$ cat config.mk
export PLATFORM = sky130hd
export DESIGN_NAME = bba_top
export DESIGN_NICKNAME = d
export VERILOG_FILES = /design/src/core/bba_pkg.sv /design/src/core/bba_range_chk.sv /design/src/core/bba_shadow.sv /design/src/core/bba_top.sv
export VERILOG_INCLUDE_DIRS = /design/src /design/src/core
export SDC_FILE = /design/constraint.sdc
export NUM_CORES = 1
export LEC_CHECK = 0
export BUFFER_PORTS_ARGS = -buffer_cell sky130_fd_sc_hd__buf_4
export CORE_MARGIN = 4
export CORE_UTILIZATION = 38
export DETAILED_ROUTE_END_ITERATION = 8
export SLEW_MARGIN = 25
export SYNTH_ARGS = -nofsm -noshare
export SYNTH_HDL_FRONTEND = slang
export SYNTH_SLANG_ARGS = --single-unit
$ cat constraint.sdc
create_clock -name i_clk -period 3.8 [get_ports i_clk]
set_clock_uncertainty 0.05 [all_clocks]
set_input_delay 0.38 -clock i_clk [delete_from_list [all_inputs] [get_ports i_clk]]
set_output_delay 0.38 -clock i_clk [all_outputs]
set_load 0.005 [all_outputs]
$ cat src/core/bba_cfg.svh
// constants for the black burst extras block: offsets, fields, resets
// assumes byte addresses on a 32-bit register port
`ifndef BBA_CFG_SVH
`define BBA_CFG_SVH

`define BBA_NUM_OUT 4
`define BBA_SEL_W 2
`define BBA_ADDR_W 8

// ----------------------------------------------------------------
// register offsets
// ----------------------------------------------------------------
`define BBA_REG_SEL 8'h00
`define BBA_REG_CTRL 8'h04
`define BBA_REG_OFFSET 8'h08
`define BBA_REG_VITC 8'h0c
`define BBA_REG_APPLIED 8'h10
`define BBA_REG_STATUS 8'h14

// ----------------------------------------------------------------
// field positions
// ----------------------------------------------------------------
`define BBA_CTRL_EN 0
`define BBA_CTRL_TENF 1
`define BBA_CTRL_SETUP 2
`define BBA_CTRL_TREF 3
`define BBA_CTRL_TCODE 4
`define BBA_CTRL_TRACK_LO 5
`define BBA_CTRL_APPLY 7
`define BBA_OFS_W 25
`define BBA_OFS_UNIT_LO 28
`define BBA_VITC2_LO 8

// ----------------------------------------------------------------
// limits and reset values
// ----------------------------------------------------------------
`define BBA_OFS_MAX 25'sh098967f
`define BBA_OFS_MIN (-25'sh098967f)
`define BBA_VITC_MIN 5'h0a
`define BBA_VITC_MAX 5'h14
`define BBA_VITC1_RST 5'h0e
`define BBA_VITC2_RST 5'h10
`define BBA_TIMEREF_LINE 11'h00c
`define BBA_TRACK_BAD 2'h3

`endif

$ cat src/core/bba_pkg.sv
// types shared by the black burst extras block
// assumes the constants header sits beside it
package bba_pkg;

    typedef enum logic [1:0] {
        tracking_off,
        tracking_by_offset,
        tracking_by_time
    } bba_track_e;

    // settings as software last wrote them
    typedef struct packed {
        logic output_enable;
        logic ten_field_enable;
        logic setup_pedestal_enable;
        logic timeref_insert_enable;
        logic timecode_insert_enable;
        bba_track_e timeref_tracking_mode;
        logic offset_apply_now;
        logic signed [24:0] timeref_offset_value;
        logic [2:0] offset_unit;
        logic [4:0] timecode_line_first;
        logic [4:0] timecode_line_second;
    } bba_cfg_s;

    // settings in force for the current frame
    typedef struct packed {
        logic output_enable;
        logic ten_field;
        logic setup;
        logic timeref_insert;
        logic timecode_insert;
        bba_track_e tracking;
        logic signed [24:0] applied_offset_readback;
        logic [2:0] offset_unit;
        logic [4:0] line_first;
        logic [4:0] line_second;
    } bba_active_s;

endpackage : bba_pkg

$ cat src/core/bba_range_chk.sv
// range checks on register write data
// assumes the data word layout of the constants header
`timescale 1ns/1ps
`include "bba_cfg.svh"

module bba_range_chk (
    input wire logic [31:0] i_wdata,
    output logic o_offset_ok,
    output logic o_lines_ok
);
    import bba_pkg::*;

    logic signed [24:0] ofs;
    logic [4:0] ln1;
    logic [4:0] ln2;

    assign ofs = i_wdata[`BBA_OFS_W-1:0];
    assign ln1 = i_wdata[4:0];
    assign ln2 = i_wdata[`BBA_VITC2_LO +: 5];

    assign o_offset_ok = (ofs <= `BBA_OFS_MAX) && (ofs >= `BBA_OFS_MIN);
    assign o_lines_ok = (ln1 >= `BBA_VITC_MIN) && (ln1 <= `BBA_VITC_MAX)
        && (ln2 >= `BBA_VITC_MIN) && (ln2 <= `BBA_VITC_MAX);

endmodule : bba_range_chk

$ cat src/core/bba_shadow.sv
// per-output shadow: takes pending settings at each frame start
// assumes frame start and line number come from the local timebase
`timescale 1ns/1ps
`include "bba_cfg.svh"

module bba_shadow (
    input wire logic i_clk,
    input wire logic i_sys_rst,
    input wire logic i_frame_start,
    input wire logic i_hd_restricted,
    input wire logic [10:0] i_line_num,
    input bba_pkg::bba_cfg_s i_pend,
    output bba_pkg::bba_active_s o_active,
    output logic o_timeref_slot,
    output logic o_vitc_slot
);
    import bba_pkg::*;

    bba_active_s act;
    bba_active_s next_act;
    logic next_tslot;
    logic next_vslot;
    logic allow;

    // ----------------------------------------------------------------
    // next state
    // ----------------------------------------------------------------
    always_comb begin
        next_act = act;
        allow = i_pend.output_enable && !i_hd_restricted;
        if (i_frame_start) begin
            next_act.output_enable = i_pend.output_enable;
            next_act.ten_field = allow && i_pend.ten_field_enable;
            next_act.setup = allow && i_pend.setup_pedestal_enable;
            next_act.timeref_insert = allow && i_pend.timeref_insert_enable;
            next_act.timecode_insert = allow && i_pend.timecode_insert_enable;
            // tracking falls back to off when barred
            next_act.tracking = allow ? i_pend.timeref_tracking_mode
                : tracking_off;
            next_act.offset_unit = i_pend.offset_unit;
            next_act.line_first = i_pend.timecode_line_first;
            next_act.line_second = i_pend.timecode_line_second;
            // offset moves only with apply set
            if (i_pend.offset_apply_now) begin
                next_act.applied_offset_readback =
                    i_pend.timeref_offset_value;
            end
        end
        // line 12 held for time reference
        next_tslot = act.timeref_insert
            && (i_line_num == `BBA_TIMEREF_LINE);
        // timecode on either line, never on line 12 while time reference is inserted
        next_vslot = act.timecode_insert && !next_tslot
            && ((i_line_num == {6'h00, act.line_first})
            || (i_line_num == {6'h00, act.line_second}));
    end

    always_ff @(posedge i_clk) begin
        if (i_sys_rst) begin
            act <= '0;
            act.line_first <= `BBA_VITC1_RST;
            act.line_second <= `BBA_VITC2_RST;
            o_timeref_slot <= 1'b0;
            o_vitc_slot <= 1'b0;
        end else begin
            act <= next_act;
            o_timeref_slot <= next_tslot;
            o_vitc_slot <= next_vslot;
        end
    end

    assign o_active = act;

endmodule : bba_shadow

$ cat src/core/bba_top.sv
// black burst extras: register port, per-output settings, shadows
// assumes a single-cycle register master and a timebase on i_clk
//
// Operation
// - ten-field sequence flag per output
// - 7.5 IRE setup pedestal per output
// - line 12 reserved for time reference
// - three tracking modes: off, offset, time
// - signed offset within +/-9999999 plus unit
// - offset applies only with apply-now set
// - read-only applied offset readback
// - timecode inserted when enabled
// - first timecode line limited to 10..20
// - each output keeps its own settings
// - restricted HD standards disable the extras
//
// Design decisions made here: the register offsets and strobed register access.
`timescale 1ns/1ps
`include "bba_cfg.svh"

module bba_top (
    input wire logic i_clk,
    input wire logic i_sys_rst,
    input wire logic [`BBA_ADDR_W-1:0] i_addr,
    input wire logic [31:0] i_wdata,
    input wire logic i_wr,
    input wire logic i_rd,
    output logic [31:0] o_rdata,
    input wire logic [`BBA_NUM_OUT-1:0] i_frame_start,
    input wire logic [`BBA_NUM_OUT-1:0] i_hd_restricted,
    input wire logic [`BBA_NUM_OUT-1:0][10:0] i_line_num,
    output bba_pkg::bba_active_s [`BBA_NUM_OUT-1:0] o_active,
    output logic [`BBA_NUM_OUT-1:0] o_timeref_slot,
    output logic [`BBA_NUM_OUT-1:0] o_vitc_slot
);
    import bba_pkg::*;

    // ----------------------------------------------------------------
    // state
    // ----------------------------------------------------------------
    logic [`BBA_SEL_W-1:0] sel;
    logic [`BBA_SEL_W-1:0] next_sel;
    bba_cfg_s [`BBA_NUM_OUT-1:0] pend;
    bba_cfg_s [`BBA_NUM_OUT-1:0] next_pend;
    logic [31:0] rdata;
    logic [31:0] next_rdata;
    logic offset_ok;
    logic lines_ok;
    bba_cfg_s cur;
    bba_active_s cur_act;

    assign cur = pend[sel];
    assign cur_act = o_active[sel];

    bba_range_chk u_range (
        .i_wdata(i_wdata),
        .o_offset_ok(offset_ok),
        .o_lines_ok(lines_ok)
    );

    // ----------------------------------------------------------------
    // register writes and reads
    // ----------------------------------------------------------------
    always_comb begin
        next_sel = sel;
        next_pend = pend;
        next_rdata = 32'h0000_0000;
        if (i_wr) begin
            case (i_addr)
                `BBA_REG_SEL: begin
                    next_sel = i_wdata[`BBA_SEL_W-1:0];
                end
                // writes land in the selected copy only
                `BBA_REG_CTRL: begin
                    next_pend[sel].output_enable = i_wdata[`BBA_CTRL_EN];
                    next_pend[sel].ten_field_enable =
                        i_wdata[`BBA_CTRL_TENF];
                    next_pend[sel].setup_pedestal_enable =
                        i_wdata[`BBA_CTRL_SETUP];
                    next_pend[sel].timeref_insert_enable =
                        i_wdata[`BBA_CTRL_TREF];
                    next_pend[sel].timecode_insert_enable =
                        i_wdata[`BBA_CTRL_TCODE];
                    next_pend[sel].offset_apply_now =
                        i_wdata[`BBA_CTRL_APPLY];
                    // unused mode code leaves mode as it was
                    if (i_wdata[`BBA_CTRL_TRACK_LO +: 2]
                        != `BBA_TRACK_BAD) begin
                        next_pend[sel].timeref_tracking_mode =
                            bba_track_e'(i_wdata[`BBA_CTRL_TRACK_LO +: 2]);
                    end
                end
                `BBA_REG_OFFSET: begin
                    if (offset_ok) begin
                        next_pend[sel].timeref_offset_value =
                            i_wdata[`BBA_OFS_W-1:0];
                        next_pend[sel].offset_unit =
                            i_wdata[`BBA_OFS_UNIT_LO +: 3];
                    end
                end
                // line pair written together or not at all
                `BBA_REG_VITC: begin
                    if (lines_ok) begin
                        next_pend[sel].timecode_line_first = i_wdata[4:0];
                        next_pend[sel].timecode_line_second =
                            i_wdata[`BBA_VITC2_LO +: 5];
                    end
                end
                default: begin
                end
            endcase
        end
        if (i_rd) begin
            case (i_addr)
                `BBA_REG_SEL: begin
                    next_rdata[`BBA_SEL_W-1:0] = sel;
                end
                `BBA_REG_CTRL: begin
                    next_rdata[`BBA_CTRL_EN] = cur.output_enable;
                    next_rdata[`BBA_CTRL_TENF] = cur.ten_field_enable;
                    next_rdata[`BBA_CTRL_SETUP] = cur.setup_pedestal_enable;
                    next_rdata[`BBA_CTRL_TREF] = cur.timeref_insert_enable;
                    next_rdata[`BBA_CTRL_TCODE] = cur.timecode_insert_enable;
                    next_rdata[`BBA_CTRL_TRACK_LO +: 2] =
                        cur.timeref_tracking_mode;
                    next_rdata[`BBA_CTRL_APPLY] = cur.offset_apply_now;
                end
                `BBA_REG_OFFSET: begin
                    next_rdata = {{7{cur.timeref_offset_value[24]}},
                        cur.timeref_offset_value};
                    next_rdata[`BBA_OFS_UNIT_LO +: 3] = cur.offset_unit;
                end
                `BBA_REG_VITC: begin
                    next_rdata[4:0] = cur.timecode_line_first;
                    next_rdata[`BBA_VITC2_LO +: 5] = cur.timecode_line_second;
                end
                `BBA_REG_APPLIED: begin
                    next_rdata = {{7{cur_act.applied_offset_readback[24]}},
                        cur_act.applied_offset_readback};
                end
                // flags in force this frame, after any HD gating
                `BBA_REG_STATUS: begin
                    next_rdata[`BBA_CTRL_EN] = cur_act.output_enable;
                    next_rdata[`BBA_CTRL_TENF] = cur_act.ten_field;
                    next_rdata[`BBA_CTRL_SETUP] = cur_act.setup;
                    next_rdata[`BBA_CTRL_TREF] = cur_act.timeref_insert;
                    next_rdata[`BBA_CTRL_TCODE] = cur_act.timecode_insert;
                    next_rdata[`BBA_CTRL_TRACK_LO +: 2] = cur_act.tracking;
                end
                default: begin
                end
            endcase
        end
    end

    always_ff @(posedge i_clk) begin
        if (i_sys_rst) begin
            sel <= '0;
            rdata <= 32'h0000_0000;
            for (int i = 0; i < `BBA_NUM_OUT; i++) begin
                pend[i] <= '0;
                pend[i].timecode_line_first <= `BBA_VITC1_RST;
                pend[i].timecode_line_second <= `BBA_VITC2_RST;
            end
        end else begin
            sel <= next_sel;
            pend <= next_pend;
            rdata <= next_rdata;
        end
    end

    assign o_rdata = rdata;

    // ----------------------------------------------------------------
    // per-output shadows
    // ----------------------------------------------------------------
    for (genvar g = 0; g < `BBA_NUM_OUT; g++) begin : g_out
        bba_shadow u_shadow (
            .i_clk(i_clk),
            .i_sys_rst(i_sys_rst),
            .i_frame_start(i_frame_start[g]),
            .i_hd_restricted(i_hd_restricted[g]),
            .i_line_num(i_line_num[g]),
            .i_pend(pend[g]),
            .o_active(o_active[g]),
            .o_timeref_slot(o_timeref_slot[g]),
            .o_vitc_slot(o_vitc_slot[g])
        );

        // ------------------------------------------------------------
        // checks per output
        // ------------------------------------------------------------
        chk_tenf_load: assert property (
            @(posedge i_clk) disable iff (i_sys_rst)
            i_frame_start[g] ##1 1'b1 |->
                o_active[g].ten_field == ($past(pend[g].ten_field_enable)
                && $past(pend[g].output_enable)
                && !$past(i_hd_restricted[g])))
            else $error("ten-field flag not loaded at frame start");

        chk_setup_load: assert property (
            @(posedge i_clk) disable iff (i_sys_rst)
            i_frame_start[g] && pend[g].setup_pedestal_enable
                && pend[g].output_enable && !i_hd_restricted[g]
                |=> o_active[g].setup)
            else $error("setup pedestal not taken at frame start");

        chk_line12_only: assert property (
            @(posedge i_clk) disable iff (i_sys_rst)
            o_timeref_slot[g] |-> !o_vitc_slot[g]
                && $past(i_line_num[g]) == `BBA_TIMEREF_LINE)
            else $error("line 12 not kept for time reference");

        chk_track_legal: assert property (
            @(posedge i_clk) disable iff (i_sys_rst)
            o_active[g].tracking != `BBA_TRACK_BAD
                && pend[g].timeref_tracking_mode != `BBA_TRACK_BAD)
            else $error("tracking mode holds unused code");

        chk_apply_gate: assert property (
            @(posedge i_clk) disable iff (i_sys_rst)
            !(i_frame_start[g] && pend[g].offset_apply_now)
                ##1 !$past(i_sys_rst)
                |-> $stable(o_active[g].applied_offset_readback))
            else $error("offset changed without apply");

        chk_vitc_enable: assert property (
            @(posedge i_clk) disable iff (i_sys_rst)
            o_vitc_slot[g] |-> $past(o_active[g].timecode_insert, 1))
            else $error("timecode slot while insertion off");

        chk_vitc_lines: assert property (
            @(posedge i_clk) disable iff (i_sys_rst)
            o_vitc_slot[g] |-> $past(i_line_num[g] == {6'h00,
                o_active[g].line_first} || i_line_num[g] == {6'h00,
                o_active[g].line_second}))
            else $error("timecode slot on a line not chosen");

        chk_vitc_window: assert property (
            @(posedge i_clk) disable iff (i_sys_rst)
            pend[g].timecode_line_first >= `BBA_VITC_MIN
                && pend[g].timecode_line_first <= `BBA_VITC_MAX
                && pend[g].timecode_line_second >= `BBA_VITC_MIN
                && pend[g].timecode_line_second <= `BBA_VITC_MAX)
            else $error("timecode line outside 10 to 20");

        chk_offset_range: assert property (
            @(posedge i_clk) disable iff (i_sys_rst)
            pend[g].timeref_offset_value <= `BBA_OFS_MAX
                && pend[g].timeref_offset_value >= `BBA_OFS_MIN)
            else $error("stored offset outside magnitude limits");

        chk_hd_gate: assert property (
            @(posedge i_clk) disable iff (i_sys_rst)
            i_frame_start[g] && i_hd_restricted[g] |=>
                !o_active[g].ten_field && !o_active[g].setup
                && !o_active[g].timeref_insert
                && !o_active[g].timecode_insert)
            else $error("extras left on for restricted standard");

        chk_frame_hold: assert property (
            @(posedge i_clk) disable iff (i_sys_rst)
            !i_frame_start[g] ##1 !$past(i_sys_rst)
                |-> $stable(o_active[g]))
            else $error("active settings changed mid-frame");
    end

    // ----------------------------------------------------------------
    // checks on the register port
    // ----------------------------------------------------------------
    chk_readback_val: assert property (
        @(posedge i_clk) disable iff (i_sys_rst)
        i_rd && i_addr == `BBA_REG_APPLIED |=>
            o_rdata[`BBA_OFS_W-1:0]
            == $past(o_active[sel].applied_offset_readback))
        else $error("applied offset readback mismatch");

    chk_bad_line_drop: assert property (
        @(posedge i_clk) disable iff (i_sys_rst)
        i_wr && i_addr == `BBA_REG_VITC && !lines_ok
            |=> $stable(pend))
        else $error("out-of-window line write was taken");

    chk_offset_drop: assert property (
        @(posedge i_clk) disable iff (i_sys_rst)
        i_wr && i_addr == `BBA_REG_OFFSET && !offset_ok
            |=> $stable(pend))
        else $error("out-of-range offset write was taken");

    chk_rdata_idle: assert property (
        @(posedge i_clk) disable iff (i_sys_rst)
        !i_rd |=> o_rdata == 32'h0000_0000)
        else $error("read data held past its cycle");

    chk_sel_isolate: assert property (
        @(posedge i_clk) disable iff (i_sys_rst)
        i_wr && i_addr == `BBA_REG_CTRL ##0 sel != 2'h0
            |=> $stable(pend[0]))
        else $error("write to one output touched another");

    chk_unmapped_zero: assert property (
        @(posedge i_clk) disable iff (i_sys_rst)
        i_rd && i_addr > `BBA_REG_STATUS |=> o_rdata == 32'h0000_0000)
        else $error("unmapped read not zero");

endmodule : bba_top
After elaboration in Yosys (flattened, before gate mapping) --
Index checks and enable logic that the tools add are counted.
Operators by class: magnitude comparators 8, equality and inequality tests 20, mux-type cells 51, bitwise operators 1, reduce and logical (&&, ||, !) cells 58
Operators by type and width (number):
- $bwmux 184 | 11
- $demux 46 s2 | 11
- $mux 184 | 3
- $pmux 184 s3 | 1
- $bmux 46 s2 | 1
- $mux 46 | 2
- $bmux 45 s2 | 1
- $mux 45 | 2
- $eq 11x5->1 | 8
- $eq 11x4->1 const B | 4
- $mux 44 | 1
- $mux 43 | 1
- $mux 42 | 1
- $mux 41 | 1
- $mux 39 | 1
- $mux 38 | 1
- $pmux 19 s2 | 1
- $logic_and 1x1->1 | 37
- $ge 25x25->1 const B | 1
- $le 25x25->1 const B | 1
- $eq 8x4->1 const B | 2
- $eq 8x5->1 const B | 2
- $pmux 3 s5 | 1
- $pmux 5 s3 | 1
- 21 further kinds | 42
Word-level totals: flip-flop bits (word level) 406, input port bits 96, output and inout port bits 220, word-level logic and storage cells 232

Depth between registers and ports, before layout --
depth in word-level cells 13, depth in mapped cells 9

Hierarchy --
From an unflattened synthesis, not the netlist that was laid out.
Second synthesis, totals: cell total of the unflattened synthesis 1939, area, all modules 17699.5 sq um
Modules (own cells, without submodules):
- bba_top | times used 1, cells an instance 1077, area an instance 10146.0 sq um, seq. area each 4284.1 sq um
- bba_shadow | times used 4, cells an instance 206, area an instance 1825.5 sq um, seq. area each 940.9 sq um
- bba_range_chk | times used 1, cells an instance 38, area an instance 251.5 sq um, seq. area each 0.0 sq um

Least setup slack after synthesis --
OpenSTA, ideal clock, no wires.
path kind input to register, from in i_wdata[21], to reg (tool-made name), arrival 2.104 ns, slack 1.574 ns, stages 7, path through or4_4 nor4_1 a311oi_4 nor3_2 buf_6 buf_12 mux2i_1
RTL lines:
- start: declaration | RTL line bba_top.sv:25 | input wire logic [31:0] i_wdata,

==> impl_metrics.json <==
{
  "status": "completed",
  "drc": 0,
  "fin_tns_setup_ps": 0,
  "power.density_nw_per_um2": 410,
  "path_class": "flip-flop to flip-flop",
  "yosys.cell_types.count": 54,
  "hold_violations": 0,
  "synth-seq-cells": 402,
  "cts_tree": "done",
  "drive_above_1_share_pct": 24.3,
  "dieHeight_um": 222,
  "h-tree-depth": 2,
  "min_period_ps": 2680,
  "core-area_um2": 45300,
  "reg2regPathDepth": 5,
  "synth_top_area_share_pct": 46.3,
  "vias": 14500,
  "wl_per_cell_um": 22.3,
  "num_rows": 78,
  "final_common_cell": "nand2_1",
  "diodes": 0,
  "syn_nets": 1920,
  "fp.dieArea_um2": 49300,
  "groute.usage.overall_pct": 23.4,
  "cts_resized": 0,
  "drtAntennaViolNets": 0,
  "cp_max_fo": 51,
  "cts.sinks": 402,
  "first_iter_violations": 1191,
  "grt_remaining_overflow": 0,
  "swShare_pct": 23.0,
  "ys_warn_count": 0,
  "drv_slew": 0,
  "worstPathArrival_ps": 3120,
  "final_cell_mix": "458 x nand2_1, 400 x dfxtp_1, 329 x buf_4, 200 x mux2i_1, 164 x a21oi_1",
  "place_congestion": 0.849,
  "synthFlopType": "dfxtp_1",
  "end_kind": "flip-flop",
  "synthesis.instances": 1824,
  "max_freq_mhz": 373,
  "routed_via_density": 5.38,
  "grt_setup_unrepaired": "no",
  "clkPwrFrac_pct": 48.1,
  "p_sw_uw": 2030,
  "synth_async_sr_flop_share_pct": 0,
  "crit_path_max_incr_delay_ps": 930,
  "areaGrowthSynthToFinish_pct": 23.4,
  "synthTopCellsByArea": "dfxtp_1 46%, mux2i_1 12%, mux4_2 10%",
  "antenna_found_initial": 2,
  "drt-total-wl_um": 60000,
  "p_int_uw": 6780,
  "peakVddDrop_uv": 322,
  "root_buffer": "clkbuf_16",
  "start_kind": "flip-flop",
  "first_global_vias": 14400,
  "synth_edf_count": 0,
  "timing.final.crit_share_pct": 70.5,
  "placement.io_buffers": 311,
  "die_w_um": 222,
  "yosys.area.top_type": "dfxtp_1",
  "drt_first_pass_iters": 5,
  "power_frac_seq_pct": 47.9,
  "clk_pin_slew_ps": 60,
  "netlist_area_um2": 17400,
  "grt_pass1_wl_um": 89700,
  "final_util_pct": 47.4,
  "hold_path_class": "primary input to flip-flop",
  "dp_hpwl_um": 40400,
  "initial_core_util_pct": 38.4,
  "crit_slowest_cell": "dfxtp_4",
  "max_slew_margin_pct": 30.3,
  "cp.required_ps": 4240,
  "drv_cap": 0,
  "syn_avg_cell_area_um2": 9.54,
  "final_nets": 2158,
  "synth-seq-area-share_pct": 46.3,
  "worstMarginPinSlew_ps": 1050,
  "pwr-share-comb_pct": 4.1,
  "clockBufferDepth": 3,
  "leakage_uw": 0.00808,
  "worstSkewPairLatency_ps": 590,
  "hold_depth": 4,
  "path_cells": "nor2b_1, nand3_1, nor3_4, buf_4, mux2i_1",
  "io_pins": 316,
  "cts_buffers": 44,
  "setup_viol": 0,
  "grt_max_degree": 226
}
==> power groups by stage <==
| stage | combinational (uW) | clock [uW] | sequential [uW] |
|---|---|---|---|
| global route | 382 | 4460 | 4210 |
| detailed placement | 350 | 0 | 4310 |
| CTS | 354 | 4300 | 4210 |
| floorplan | 184 | 0 | 4310 |
| global placement | 344 | 0 | 4310 |
| finish | 360 | 4230 | 4210 |
==> layout make-up <==
class / instances / area (um2)
repair buffers: 341 / 2650
clock inverters: 13 / 126
fillers: 4282 / 23800
flip-flops and latches: 402 / 8060
inverters: 3 / 13.8
multi-input cells: 1270 / 8570
well taps: 600 / 751
clock buffers: 67 / 1300
==> per-layer routing <==
metal  part of all wire [%]  track usage (%)  up-vias
li1                       -                -     6758
met1                     41             29.8     7063
met2                     48             38.7      551
met3                    7.5             5.61      131
met4                    4.0             9.04        4
met5                  0.047                0        -
==> cells in the mapped netlist (2+ instances only) <==
| cell | instances |
|---|---|
| nand4b_1 | 2 |
| xnor2_1 | 19 |
| and2_1 | 9 |
| nor2b_1 | 8 |
| a21oi_1 | 164 |
| nand2_1 | 458 |
| nand4_1 | 4 |
| nand2b_1 | 24 |
| nand3b_1 | 4 |
| xor2_1 | 21 |
| mux2i_1 | 200 |
| mux2_2 | 5 |
| buf_6 | 4 |
| nor4bb_1 | 4 |
| and3_1 | 4 |
| buf_1 | 10 |
| clkbuf_1 | 90 |
| a31oi_1 | 10 |
| a211o_1 | 3 |
| o21ai_0 | 8 |
| nor3_2 | 5 |
| nor2_1 | 116 |
| nor4_1 | 7 |
| nor3b_1 | 2 |
| dfxtp_1 | 402 |
| nand3_1 | 46 |
| a2bb2oi_1 | 2 |
| a22oi_1 | 21 |
| inv_1 | 2 |
| buf_2 | 25 |
| buf_4 | 12 |
| nor4_4 | 2 |
| mux4_2 | 78 |
| nor3_1 | 23 |
| buf_12 | 8 |
| o21a_1 | 4 |
==> path summary, 6_finish.rpt <==
kind | start | end | slack (ps)
max | sel[1] | flip-flop | 1120
min | i_line_num[16] | g_out[1].u_shadow.o_timeref_slot | 20
max reg2reg | sel[1] | flip-flop | 1120
min reg2reg | flip-flop | g_out[1].u_shadow.o_active[16] | 400
==> through the flow <==
stage               cell area, um2  worst slack [ps]  total power (uW)  hold WS (ps)  std cells
finish                       21500              1120              8810          22.9       2696
global route                 21500               931              9050          29.7       2696
CTS                          21400              1100              8870          1.13       2695
detailed placement           20000               934              4660           407       2609
global placement             20000               991              4650           402       2609
floorplan                    17400              1570              4490           382       1824
==> worst max-delay path, delay by kind of cell, from the launching register on <==
family | cells | cell delay [ps]
mux | 1 | 240
buf+inv | 1 | 390
simple gates | 3 | 930
flops | 1 | 930
==> kinds of logic (layout without fill, tap and decap cells) <==
family / after synthesis / count (layout) / synth area share, %
DFF: 402 / 402 / 46.3
buffers and inverters: 152 / 424 / 4.64
xor gates and xnor gates: 40 / 40 / 2.01
and+or+nand+nor: 726 / 726 / 18.0
AOI/OAI and AO/OA: 221 / 221 / 7.21
muxes: 283 / 283 / 21.9
==> timing repair <==
item | CTS | global route
hold buffers | 6 | 0
buffers inserted | 0 | 0
hold endpoints to repair | 4 | 0
No activity file was read; power rests on OpenSTA's default activity.
